===== config.mk =====
export PLATFORM = sky130hd
export DESIGN_NAME = ext_bus_pin_select
export DESIGN_NICKNAME = d
export VERILOG_FILES = /design/src/core/pin_select_pkg.sv /design/src/core/pin_sel_if.sv /design/src/core/pin_mux.sv /design/src/core/ext_bus_pin_select.sv
export SDC_FILE = /design/constraint.sdc
export NUM_CORES = 1
export LEC_CHECK = 0
export BUFFER_PORTS_ARGS = -buffer_cell sky130_fd_sc_hd__buf_2
export CORE_ASPECT_RATIO = 0.9
export CORE_MARGIN = 2
export CORE_UTILIZATION = 51
export DETAILED_ROUTE_END_ITERATION = 8
export PLACE_DENSITY = 0.8
export SETUP_SLACK_MARGIN = 0.3
export SYNTH_ARGS = -nofsm -noshare
export SYNTH_HDL_FRONTEND = slang
export SYNTH_SLANG_ARGS = --single-unit

===== constraint.sdc =====
create_clock -name sys_clk -period 3.85 [get_ports sys_clk]
set_clock_uncertainty 0.2 [all_clocks]
set_input_delay 0.77 -clock sys_clk [delete_from_list [all_inputs] [get_ports sys_clk]]
set_output_delay 0.77 -clock sys_clk [all_outputs]
set_load 0.05 [all_outputs]

===== src/core/pin_select_pkg.sv =====
// Constants shared by the external bus pin function select block.
// Assumes a 32-bit APB register port and eight multiplexed port pins.
package pin_select_pkg;

  // ==========================================================
  // Sizes
  localparam int ADDR_W      = 8;   // APB address width
  localparam int DATA_W      = 32;  // APB data width
  localparam int NUM_PINS    = 8;   // Multiplexed pins handled here
  localparam int NUM_HI_ADDR = 4;   // Upper address pins
  localparam int NUM_CAPTURE = 6;   // Capture trigger taps

  // ==========================================================
  // Register byte offsets
  localparam logic [7:0] OFF_CTRL = 8'h00;  // Bus mode and strobe enables
  localparam logic [7:0] OFF_HIGH_ADDRESS_OUTPUT_CONTROL = 8'h04;  // High address output control
  localparam logic [7:0] OFF_DATA = 8'h08;  // Port output data
  localparam logic [7:0] OFF_DIR  = 8'h0c;  // Port direction, 1 = output
  localparam logic [7:0] OFF_PULL = 8'h10;  // Pull-up select
  localparam logic [7:0] OFF_PINS = 8'h14;  // Pin levels and ownership, read only

  // ==========================================================
  // Control register fields
  localparam int CTRL_EXT_BIT   = 0;  // External bus enabled
  localparam int CTRL_B16_BIT   = 1;  // 16-bit external bus
  localparam int CTRL_WSLO_BIT  = 2;  // Low byte write strobe output enable
  localparam int CTRL_WSHI_BIT  = 3;  // High byte write strobe output enable
  localparam int CTRL_W         = 4;  // Implemented control bits
  localparam int PINS_OWN_LSB   = 8;  // Ownership field position in OFF_PINS

  // ==========================================================
  // Reset values
  localparam logic [3:0] CTRL_RST = 4'h0;   // Single-chip mode
  localparam logic [3:0] HIGH_ADDRESS_OUTPUT_CONTROL_RST = 4'h0;
  localparam logic [7:0] DATA_RST = 8'h00;
  localparam logic [7:0] DIR_RST  = 8'h00;  // All pins input
  localparam logic [7:0] PULL_RST = 8'h00;

  // ==========================================================
  // Pin positions within the eight-pin group
  localparam int PIN_ALE  = 4;  // Latch strobe port bit
  localparam int PIN_RD   = 5;  // Read strobe port bit
  localparam int PIN_WSLO = 6;  // Low write port bit
  localparam int PIN_WSHI = 7;  // High write port bit

endpackage


===== src/core/pin_sel_if.sv =====
// Carrier between the register side and the pin multiplexer.
// Assumes both ends sit in the same clock domain.
`timescale 1ns/1ps
`default_nettype none
interface pin_sel_if;
  logic                                      ext_en;      // External bus mode
  logic                                      bus_16bit;   // 16-bit bus width
  logic                                      wslo_en;     // Low write strobe enable
  logic                                      wshi_en;     // High write strobe enable
  logic [pin_select_pkg::NUM_HI_ADDR-1:0]    high_address_output_control;
  logic [pin_select_pkg::NUM_PINS-1:0]       pdata;       // Port output data
  logic [pin_select_pkg::NUM_PINS-1:0]       pdir;        // Port direction
  logic [pin_select_pkg::NUM_HI_ADDR-1:0]    addr_hi;     // Bus address bits 20..23
  logic                                      ale;         // Bus latch strobe
  logic                                      rd;          // Bus read strobe
  logic                                      write;       // Bus write strobe
  logic                                      lane_lo;     // Low byte lane active
  logic                                      lane_hi;     // High byte lane active
  logic [pin_select_pkg::NUM_PINS-1:0]       sel_out;     // Chosen pin level
  logic [pin_select_pkg::NUM_PINS-1:0]       sel_oe;      // Chosen drive enable
  logic [pin_select_pkg::NUM_PINS-1:0]       sel_port;    // 1 = port function owns

  modport ctrl (output ext_en, bus_16bit, wslo_en, wshi_en, high_address_output_control,
                output pdata, pdir, addr_hi, ale, rd, write, lane_lo, lane_hi,
                input  sel_out, sel_oe, sel_port);
  modport mux  (input  ext_en, bus_16bit, wslo_en, wshi_en, high_address_output_control,
                input  pdata, pdir, addr_hi, ale, rd, write, lane_lo, lane_hi,
                output sel_out, sel_oe, sel_port);
endinterface
`default_nettype wire


===== src/core/pin_mux.sv =====
// Combinational pin function selector for the eight multiplexed pins.
// Assumes the caller registers the results before they reach the pads.
`timescale 1ns/1ps
`default_nettype none
module pin_mux (
  pin_sel_if.mux sel
);

  // ==========================================================
  // Ownership and bus function per pin
  wire [pin_select_pkg::NUM_PINS-1:0] own;   // Port function selected
  wire [pin_select_pkg::NUM_PINS-1:0] func;  // Bus function level

  genvar i;
  generate
    // Upper address pins: port when the control bit is one
    for (i = 0; i < pin_select_pkg::NUM_HI_ADDR; i++) begin : g_addr
      assign own[i]  = !sel.ext_en || sel.high_address_output_control[i];
      assign func[i] = sel.addr_hi[i];
    end
  endgenerate

  // Latch and read strobes take the pin whenever the bus is on
  assign own[pin_select_pkg::PIN_ALE]  = !sel.ext_en;
  assign func[pin_select_pkg::PIN_ALE] = sel.ale;
  assign own[pin_select_pkg::PIN_RD]   = !sel.ext_en;
  assign func[pin_select_pkg::PIN_RD]  = sel.rd;

  // Low strobe covers the low lane on a 16-bit bus, every write on 8-bit
  assign own[pin_select_pkg::PIN_WSLO]  = !(sel.ext_en && sel.wslo_en);
  assign func[pin_select_pkg::PIN_WSLO] = sel.bus_16bit ? (sel.write && sel.lane_lo)
                                                        : sel.write;

  // High strobe needs all three conditions; otherwise the port keeps the pin
  assign own[pin_select_pkg::PIN_WSHI]  = !(sel.ext_en && sel.bus_16bit && sel.wshi_en);
  assign func[pin_select_pkg::PIN_WSHI] = sel.write && sel.lane_hi;

  // ==========================================================
  // Final mux: a bus function always drives its pin
  generate
    for (i = 0; i < pin_select_pkg::NUM_PINS; i++) begin : g_pin
      assign sel.sel_out[i]  = own[i] ? sel.pdata[i] : func[i];
      assign sel.sel_oe[i]   = own[i] ? sel.pdir[i]  : 1'b1;
      assign sel.sel_port[i] = own[i];
    end
  endgenerate

endmodule // pin_mux
`default_nettype wire


===== src/core/ext_bus_pin_select.sv =====
// Pin function select for upper address and bus strobe pins, with APB registers.
// Assumes bus controller strobes and pad inputs are synchronous to sys_clk.
//
// Function
// - Address pin is port when control bit one
// - Address pin drives address bit when zero in bus mode
// - Latch and read port only in single-chip
// - Bus mode drives latch strobe on pin
// - Bus mode drives read strobe on pin
// - Low write pin port unless bus strobe on
// - Low strobe needs bus and enable together
// - Low strobe: low lane 16-bit, all 8-bit
// - High write pin port unless bus strobe on
// - High strobe needs bus, 16-bit, enable
// - Each pin has software pull-up select
// - Pins feed capture triggers 0 to 5
`timescale 1ns/1ps
`default_nettype none
module ext_bus_pin_select (
  input  wire  logic                                     sys_clk,
  input  wire  logic                                     rst,
  // APB slave
  input  wire  logic                                     psel,
  input  wire  logic                                     penable,
  input  wire  logic                                     pwrite,
  input  wire  logic [pin_select_pkg::ADDR_W-1:0]        paddr,
  input  wire  logic [pin_select_pkg::DATA_W-1:0]        pwdata,
  output logic       [pin_select_pkg::DATA_W-1:0]        prdata,
  output logic                                           pready,
  output logic                                           pslverr,
  // Internal external-bus controller
  input  wire  logic [pin_select_pkg::NUM_HI_ADDR-1:0]   bus_addr_hi,
  input  wire  logic                                     bus_ale,
  input  wire  logic                                     bus_rd,
  input  wire  logic                                     bus_write,
  input  wire  logic                                     bus_lane_lo,
  input  wire  logic                                     bus_lane_hi,
  // Pads
  input  wire  logic [pin_select_pkg::NUM_PINS-1:0]      pin_in,
  output logic       [pin_select_pkg::NUM_PINS-1:0]      pin_out,
  output logic       [pin_select_pkg::NUM_PINS-1:0]      pin_oe,
  output logic       [pin_select_pkg::NUM_PINS-1:0]      pin_pullup,
  // Trigger taps
  output logic       [pin_select_pkg::NUM_CAPTURE-1:0]   capture_trigger,
  output logic                                           external_interrupt_line_ten
);

  // ==========================================================
  // State
  typedef struct packed {
    logic                                    ext_en;     // External bus mode
    logic                                    bus_16bit;  // 16-bit bus width
    logic                                    wslo_en;    // Low strobe enable
    logic                                    wshi_en;    // High strobe enable
    logic [pin_select_pkg::NUM_HI_ADDR-1:0]  hi_ctl;     // High address output control
    logic [pin_select_pkg::NUM_PINS-1:0]     pdata;      // Port data
    logic [pin_select_pkg::NUM_PINS-1:0]     pdir;       // Port direction
    logic [pin_select_pkg::NUM_PINS-1:0]     pull;       // Pull-up select
    logic [pin_select_pkg::NUM_PINS-1:0]     pin_out;    // Registered pad level
    logic [pin_select_pkg::NUM_PINS-1:0]     pin_oe;     // Registered drive enable
    logic [pin_select_pkg::NUM_PINS-1:0]     pin_pullup; // Registered pull-up
    logic [pin_select_pkg::NUM_CAPTURE-1:0]  capture;    // Capture taps
    logic                                    ext_int;    // Interrupt tap
    logic                                    pready;     // APB ready
    logic                                    pslverr;    // APB error
    logic [pin_select_pkg::DATA_W-1:0]       prdata;     // APB read data
    logic                                    alive;      // One after first edge past reset
  } state_t;

  state_t st;       // Registered state
  state_t next_st;  // Next state

  pin_sel_if sel ();  // Link to the multiplexer

  // ==========================================================
  // Address decode
  // Exact match only, so a misaligned byte address is unmapped
  // Read mux, write path and error flag share this compare,
  // so they never disagree on which addresses are mapped.
  function automatic logic hit(input logic [pin_select_pkg::ADDR_W-1:0] a,
                               input logic [7:0] off);
    hit = (a == off);
  endfunction

  // Any implemented register
  function automatic logic mapped(input logic [pin_select_pkg::ADDR_W-1:0] a);
    mapped = hit(a, pin_select_pkg::OFF_CTRL) || hit(a, pin_select_pkg::OFF_HIGH_ADDRESS_OUTPUT_CONTROL) ||
             hit(a, pin_select_pkg::OFF_DATA) || hit(a, pin_select_pkg::OFF_DIR)  ||
             hit(a, pin_select_pkg::OFF_PULL) || hit(a, pin_select_pkg::OFF_PINS);
  endfunction

  // ==========================================================
  // Multiplexer hookup
  // Config comes from registers, strobes straight from the bus controller
  // Strobes are not registered on the way in: the pad flop is their only
  // stage, so a strobe reaches its pin one cycle after the controller.
  assign sel.ext_en    = st.ext_en;
  assign sel.bus_16bit = st.bus_16bit;
  assign sel.wslo_en   = st.wslo_en;
  assign sel.wshi_en   = st.wshi_en;
  assign sel.high_address_output_control = st.hi_ctl;
  assign sel.pdata     = st.pdata;
  assign sel.pdir      = st.pdir;
  assign sel.addr_hi   = bus_addr_hi;
  assign sel.ale       = bus_ale;
  assign sel.rd        = bus_rd;
  assign sel.write     = bus_write;
  assign sel.lane_lo   = bus_lane_lo;
  assign sel.lane_hi   = bus_lane_hi;

  // The mux is pure logic; next_st catches all of its outputs
  pin_mux u_mux (
    .sel (sel.mux)
  );

  // ==========================================================
  // Next-state logic
  // Setup cycle loads read data and error; the access cycle that
  // follows sees pready high, so every transfer has no wait state.
  // Limitation: a pin status read shows the pad levels of the setup
  // cycle, not of the access cycle.
  always_comb begin
    logic setup;
    logic access;
    logic [pin_select_pkg::DATA_W-1:0] rd_val;
    setup   = psel && !penable;
    access  = psel && penable && st.pready;
    rd_val  = '0;
    next_st = st;

    // Read mux, unused bits stay zero
    if (hit(paddr, pin_select_pkg::OFF_CTRL)) begin
      rd_val[pin_select_pkg::CTRL_EXT_BIT]  = st.ext_en;
      rd_val[pin_select_pkg::CTRL_B16_BIT]  = st.bus_16bit;
      rd_val[pin_select_pkg::CTRL_WSLO_BIT] = st.wslo_en;
      rd_val[pin_select_pkg::CTRL_WSHI_BIT] = st.wshi_en;
    end else if (hit(paddr, pin_select_pkg::OFF_HIGH_ADDRESS_OUTPUT_CONTROL)) begin
      rd_val[pin_select_pkg::NUM_HI_ADDR-1:0] = st.hi_ctl;
    end else if (hit(paddr, pin_select_pkg::OFF_DATA)) begin
      rd_val[pin_select_pkg::NUM_PINS-1:0] = st.pdata;
    end else if (hit(paddr, pin_select_pkg::OFF_DIR)) begin
      rd_val[pin_select_pkg::NUM_PINS-1:0] = st.pdir;
    end else if (hit(paddr, pin_select_pkg::OFF_PULL)) begin
      rd_val[pin_select_pkg::NUM_PINS-1:0] = st.pull;
    end else if (hit(paddr, pin_select_pkg::OFF_PINS)) begin
      // Pad levels are readable whatever function owns the pin
      rd_val[pin_select_pkg::NUM_PINS-1:0] = pin_in;
      rd_val[pin_select_pkg::PINS_OWN_LSB +: pin_select_pkg::NUM_PINS] = sel.sel_port;
    end else begin
      rd_val = '0;
    end

    // Bus handshake
    next_st.pready = setup;
    if (setup) begin
      next_st.prdata  = pwrite ? '0 : rd_val;
      next_st.pslverr = !mapped(paddr);
    end

    // Writes land only at the completing access edge
    if (access && pwrite) begin
      if (hit(paddr, pin_select_pkg::OFF_CTRL)) begin
        next_st.ext_en    = pwdata[pin_select_pkg::CTRL_EXT_BIT];
        next_st.bus_16bit = pwdata[pin_select_pkg::CTRL_B16_BIT];
        next_st.wslo_en   = pwdata[pin_select_pkg::CTRL_WSLO_BIT];
        next_st.wshi_en   = pwdata[pin_select_pkg::CTRL_WSHI_BIT];
      end
      if (hit(paddr, pin_select_pkg::OFF_HIGH_ADDRESS_OUTPUT_CONTROL)) begin
        next_st.hi_ctl = pwdata[pin_select_pkg::NUM_HI_ADDR-1:0];
      end
      if (hit(paddr, pin_select_pkg::OFF_DATA)) begin
        next_st.pdata = pwdata[pin_select_pkg::NUM_PINS-1:0];
      end
      if (hit(paddr, pin_select_pkg::OFF_DIR)) begin
        next_st.pdir = pwdata[pin_select_pkg::NUM_PINS-1:0];
      end
      if (hit(paddr, pin_select_pkg::OFF_PULL)) begin
        next_st.pull = pwdata[pin_select_pkg::NUM_PINS-1:0];
      end
    end

    // Pads: registered so the outputs are glitch free
    next_st.pin_out = sel.sel_out;
    next_st.pin_oe  = sel.sel_oe;
    // Pull-up only on a port-owned input; a driven pin gains nothing from it
    next_st.pin_pullup = st.pull & sel.sel_port & ~st.pdir;

    // Triggers read the pad whoever drives it
    next_st.capture = pin_in[pin_select_pkg::NUM_CAPTURE-1:0];
    next_st.ext_int = pin_in[pin_select_pkg::PIN_WSLO];
    next_st.alive   = 1'b1;
  end

  // ==========================================================
  // State register
  // Only configuration needs named reset values; the rest clears to
  // zero, which leaves every pad an undriven input during reset.
  always_ff @(posedge sys_clk or posedge rst) begin
    if (rst) begin
      st            <= '0;
      st.ext_en     <= pin_select_pkg::CTRL_RST[pin_select_pkg::CTRL_EXT_BIT];
      st.bus_16bit  <= pin_select_pkg::CTRL_RST[pin_select_pkg::CTRL_B16_BIT];
      st.wslo_en    <= pin_select_pkg::CTRL_RST[pin_select_pkg::CTRL_WSLO_BIT];
      st.wshi_en    <= pin_select_pkg::CTRL_RST[pin_select_pkg::CTRL_WSHI_BIT];
      st.hi_ctl     <= pin_select_pkg::HIGH_ADDRESS_OUTPUT_CONTROL_RST;
      st.pdata      <= pin_select_pkg::DATA_RST;
      st.pdir       <= pin_select_pkg::DIR_RST;
      st.pull       <= pin_select_pkg::PULL_RST;
    end else begin
      st <= next_st;
    end
  end

  // ==========================================================
  // Outputs, each straight from the state register
  // No logic between flop and port, so pad timing is one clock
  assign prdata                      = st.prdata;
  assign pready                      = st.pready;
  assign pslverr                     = st.pslverr;
  assign pin_out                     = st.pin_out;
  assign pin_oe                      = st.pin_oe;
  assign pin_pullup                  = st.pin_pullup;
  assign capture_trigger             = st.capture;
  assign external_interrupt_line_ten = st.ext_int;
endmodule // ext_bus_pin_select
`default_nettype wire


Word level (Yosys, flattened, before mapping):

Index checks and enable logic that the tools add are counted.

* register bits: 97
* input port bits: 62
* output and inout bits: 65
* word-level logic and storage cells: 82

* equal/unequal tests: 5
* muxes and demuxes: 29
* bitwise logic cells: 3
* reductions and logical operators: 29

Operator list (number)
* 8-bit 2-to-1 mux: 6
* 32-bit 2-to-1 mux: 1
* 28-bit 2-to-1 mux: 1
* 1-bit 2-to-1 mux: 17
* 8-bit AND: 2
* 8-bit by 4-bit equality test with 1-bit output, second input constant: 2
* 8-bit by 5-bit equality test with 1-bit output, second input constant: 2
* 16-bit 2-to-1 mux: 1
* 12-bit 2-to-1 mux: 1
* 2-bit AND reduction: 5
* 1-bit logical AND: 9
* 1-bit logical OR: 9
* 8-bit by 3-bit equality test with 1-bit output, second input constant: 1
* 8-bit logical NOT: 1
* 4-bit 2-to-1 mux: 2
* 8-bit NOT: 1
* 1-bit logical NOT: 5

Logic depth before layout (Yosys ltp):

* depth after elaboration: 10
* mapped depth: 6
* mapped depth without buffers: 4

Hierarchy:

A second synthesis with hierarchy kept.

* cells, all modules: 325
* area, all modules: 3893.7 um2

Modules (own cells, without submodules)
* ext_bus_pin_select: times used 1, cells each 296, area an instance 3679.8 um2, seq. area each 2026.9 um2
* pin_mux: times used 1, cells each 29, area an instance 214.0 um2, seq. area each 0.0 um2

Worst setup path after synthesis:

OpenSTA, ideal clock, no wires.

* kind: in2reg
* from: in paddr[5] (netlist bit)
* to: reg, netlist name sel.pdata[0]
* setup time: 0.125 ns
* arrival time: 2.027 ns
* required time: 3.525 ns
* path slack: 1.498 ns
* stages on the path: 6
* path buffers: 2
* cells stage by stage: or3_1 buf_6 nor2_4 and3_1 buf_4 mux2_2

* cells in the longest elaborated chain, start to end: 2

Ends and longest elaborated chain
* from (decl): RTL line ext_bus_pin_select.sv:26 `input wire logic [pin_select_pkg::ADDR_W-1:0] paddr,`
* 8-bit by 4-bit equality test with 1-bit output: RTL line ext_bus_pin_select.sv:82 `hit = (a == off);`
* 2-bit AND reduction (no line)

No other way between the ends.
A chain may end at the register's enable or synchronous reset.

Worst setup path in the final report:

* from: in paddr[5] (netlist bit)
* to: reg, netlist name sel.pdata[1]

* cells in the longest elaborated chain, start to end: 2

Ends and longest elaborated chain (RTL line)
* 8-bit by 4-bit equality test with 1-bit output: ext_bus_pin_select.sv:82
* 2-bit AND reduction (no line)

No other way between the ends.

==> results.py <==
metrics = {
    "detailed_routing": {
        "ant_nets": 0,
        "firstDrtPassIters": 4,
        "avgRoutedWirePerCell_microns": 16.2,
        "drt_wl_total_microns": 7590,
        "first_iter_violations": 116,
        "via_per_inst": 5.14,
        "num_vias": 2409,
        "drc": 0,
    },
    "power_and_ir_drop": {
        "p_sw_uw": 437,
        "p_sw_frac": 0.246,
        "power_frac_clock": 0.431,
        "cellLeakagePower_uw": 0.00224,
        "p_int_uw": 1340,
        "ir_worst_vdd_mv": 0.179,
        "seq_power_share": 0.480,
        "power_density_nw_per_um2": 423,
        "combPwrFrac": 0.089,
    },
    "logic_synthesis": {
        "ys_top_cells_by_area": "dfrtp_1, buf_4, mux2_2, mux2i_1, nand2b_1",
        "synth_edf_count": 0,
        "yosysSeqAreaShare": 0.520,
        "synth_seq_cells": 80,
        "synth_ff_type": "dfrtp_1",
        "synthCells": 329,
        "yosys.area.top_type_share": 0.520,
        "yosysWarningCount": 0,
        "synth_cell_types": 42,
        "synth_area_leader_cell": "dfrtp_1",
        "synth_area_per_cell_sq_um": 11.7,
        "yosys-top-cells-count": "dfrtp_1, buf_4, mux2_2",
        "async_flop_share": 1.00,
        "yosysMostFrequentCell": "dfrtp_1",
        "netlist_area_sq_um": 3850,
    },
    "worst_setup_path": {
        "worstReg2RegEnd": "sel.pdata[1]",
        "crit_fanout": 18,
        "cp-end-kind": "flip-flop",
        "worstSetupStartpointType": "input pin",
        "worstPathArrival_ns": 2.71,
        "r2r_setup_slack_ns": 1.72,
        "reg2reg_depth": 4,
        "critical_path_required_ns": 3.89,
        "crit-reg2reg-launch": "pready",
        "critical_path_class": "input pin to flip-flop",
    },
    "clock_tree": {
        "clockRootBuffer": "clkbuf_8",
        "ctsHoldBuffers": 0,
        "ctsResizeCount": 0,
        "worst_skew_pair.late_latency_ns": 0.36,
        "clkSinkCount": 80,
        "cts_tree": "done",
        "clk_pin_slew_ns": 0.08,
        "clockBufferDepth": 2,
        "cts_htree_levels": 3,
        "postCtsSetupBuffers": 0,
        "cts_made_buffers": 9,
    },
    "cells_and_area": {
        "nFillCells": 638,
        "drive_gt1_frac": 0.418,
        "area_growth_pct": 8.84,
        "diodes": 0,
        "final_util": 0.564,
        "nets": 430,
        "seq_area_sq_um": 2000,
        "multi_input_area_sq_um": 1310,
    },
    "floorplan": {
        "initial_core_util": 0.518,
        "core_sq_um": 7430,
        "io_pins": 127,
        "rows": 30,
        "dieArea_sq_um": 8260,
        "die_h_microns": 86.4,
        "fp.dieW_microns": 95.6,
    },
    "timing": {
        "grt_setup_unrepaired": "no",
        "final_hold_viol_count": 0,
        "fmax_mhz": 374,
        "relSlewSlack": 0.454,
        "finalCriticalPeriod_ns": 2.67,
        "tightest_slew_ns": 0.819,
        "maxSlewViolCount": 0,
        "fin_setup_tns_ns": 0,
        "setup_viol": 0,
        "finalCritPeriodShare": 0.694,
        "holdWs_ns": 0.115,
    },
    "global_route": {
        "antenna_found_initial": 0,
        "overflow": 0,
        "use_met1": 0.277,
        "grt_pass1_vias": 2381,
        "grtUsageMet2": 0.292,
        "global_route.usage.met3": 0.0461,
        "top_usage_layer": "met2",
        "grt_pass1_wl_microns": 12100,
        "grtUsageTotal": 0.197,
        "grt_max_degree": 36,
    },
    "placed_design": {
        "port_buffers": 86,
        "post-dp-hpwl_microns": 5390,
        "place_congestion": 0.833,
    },
    "run_status": {
        "status": "completed",
    },
    "worst_hold_path": {
        "hold_class": "input pin to asynchronous set/reset pin",
    },
    "run": {
        "drv_cap": 0,
    },
}
[state kept, by name, summed over array words and instances (netlist names), 4 cells and up]
| register | count |
|---|---|
| capture_trigger | 6 |
| pin_oe | 8 |
| pin_out | 8 |
| pin_pullup | 8 |
| prdata | 15 |
| sel.high_address_output_control | 4 |
| sel.pdata | 8 |
| sel.pdir | 8 |
| st | 8 |
[cell families (layout without fill, tap and decap cells)]
| group | count (synthesis) | count (layout) | share of synthesized area |
|---|---|---|---|
| other | 1 | 16 | 0.000974 |
| buffers and inverters | 88 | 117 | 0.153 |
| AO/OA/AOI/OAI | 43 | 43 | 0.0777 |
| multiplexers | 48 | 48 | 0.137 |
| flip-flops | 80 | 80 | 0.520 |
| AND/OR/NAND/NOR | 69 | 69 | 0.111 |
[cell usage in the layout (no fill, tap or decap), types with 3 or more instances in the layout]
cell type	n
o22ai_1	4
or2_2	3
nor2_1	11
mux2i_1	10
clkbuf_8	10
bufinv_16	3
a22o_1	10
a211oi_1	3
nand2_1	11
nor2b_1	6
clkinv_4	3
conb_1	16
o21ai_0	13
inv_1	11
buf_2	86
nor3_1	3
nand2b_1	15
buf_4	3
mux2_2	38
dfrtp_1	80
[per-layer routing]
metal,up-vias,share of wire
met4,0,0.016
met1,1167,0.44
li1,1130,-
met3,10,0.083
met5,-,0
met2,102,0.46
[power groups by stage]
stage | registers (uW) | logic (uW) | clock network [uW]
global placement | 868 | 155 | 0
global route | 853 | 171 | 816
floorplan | 876 | 126 | 0
detailed placement | 868 | 158 | 0
CTS | 852 | 158 | 777
finish | 852 | 158 | 763
[metrics by stage]
stage               std cells  setup WS (ns)  cell area [sq um]  power [uW]
CTS                       469           1.19               4190        1790
finish                    469           1.18               4190        1770
global route              469           1.12               4190        1840
global placement          453          0.853               3940        1020
floorplan                 344          0.828               3910        1000
detailed placement        453          0.818               3940        1030
[area by class of cell]
type                    count  share of cell area
multi-input cells         176               0.314
repair buffers             89               0.108
clock buffers              10              0.0329
well taps                  96              0.0287
inverters                  12              0.0111
flip-flops and latches     80               0.478
clock inverters             6              0.0278
[worst max-delay path, stage by stage]
cell	delay, ns
buf_2	0.09
or3_1	0.71
nor2_4	0.24
and3_1	0.50
mux2_2	0.40
[worst max path at each step]
| stage | startpoint | to | slack [ns] |
|---|---|---|---|
| final | paddr[5] | sel.pdata[1] | 1.18 |
| after global routing | paddr[5] | sel.pdata[1] | 1.12 |
| after CTS | paddr[5] | sel.pdata[1] | 1.19 |
| after detailed placement | paddr[5] | sel.pdata[6] | 0.82 |
| after global placement | paddr[5] | sel.pdata[2] | 0.85 |
| after floorplan | rst | capture_trigger[0] | 0.83 |
No activity file was read; power rests on OpenSTA's default activity.
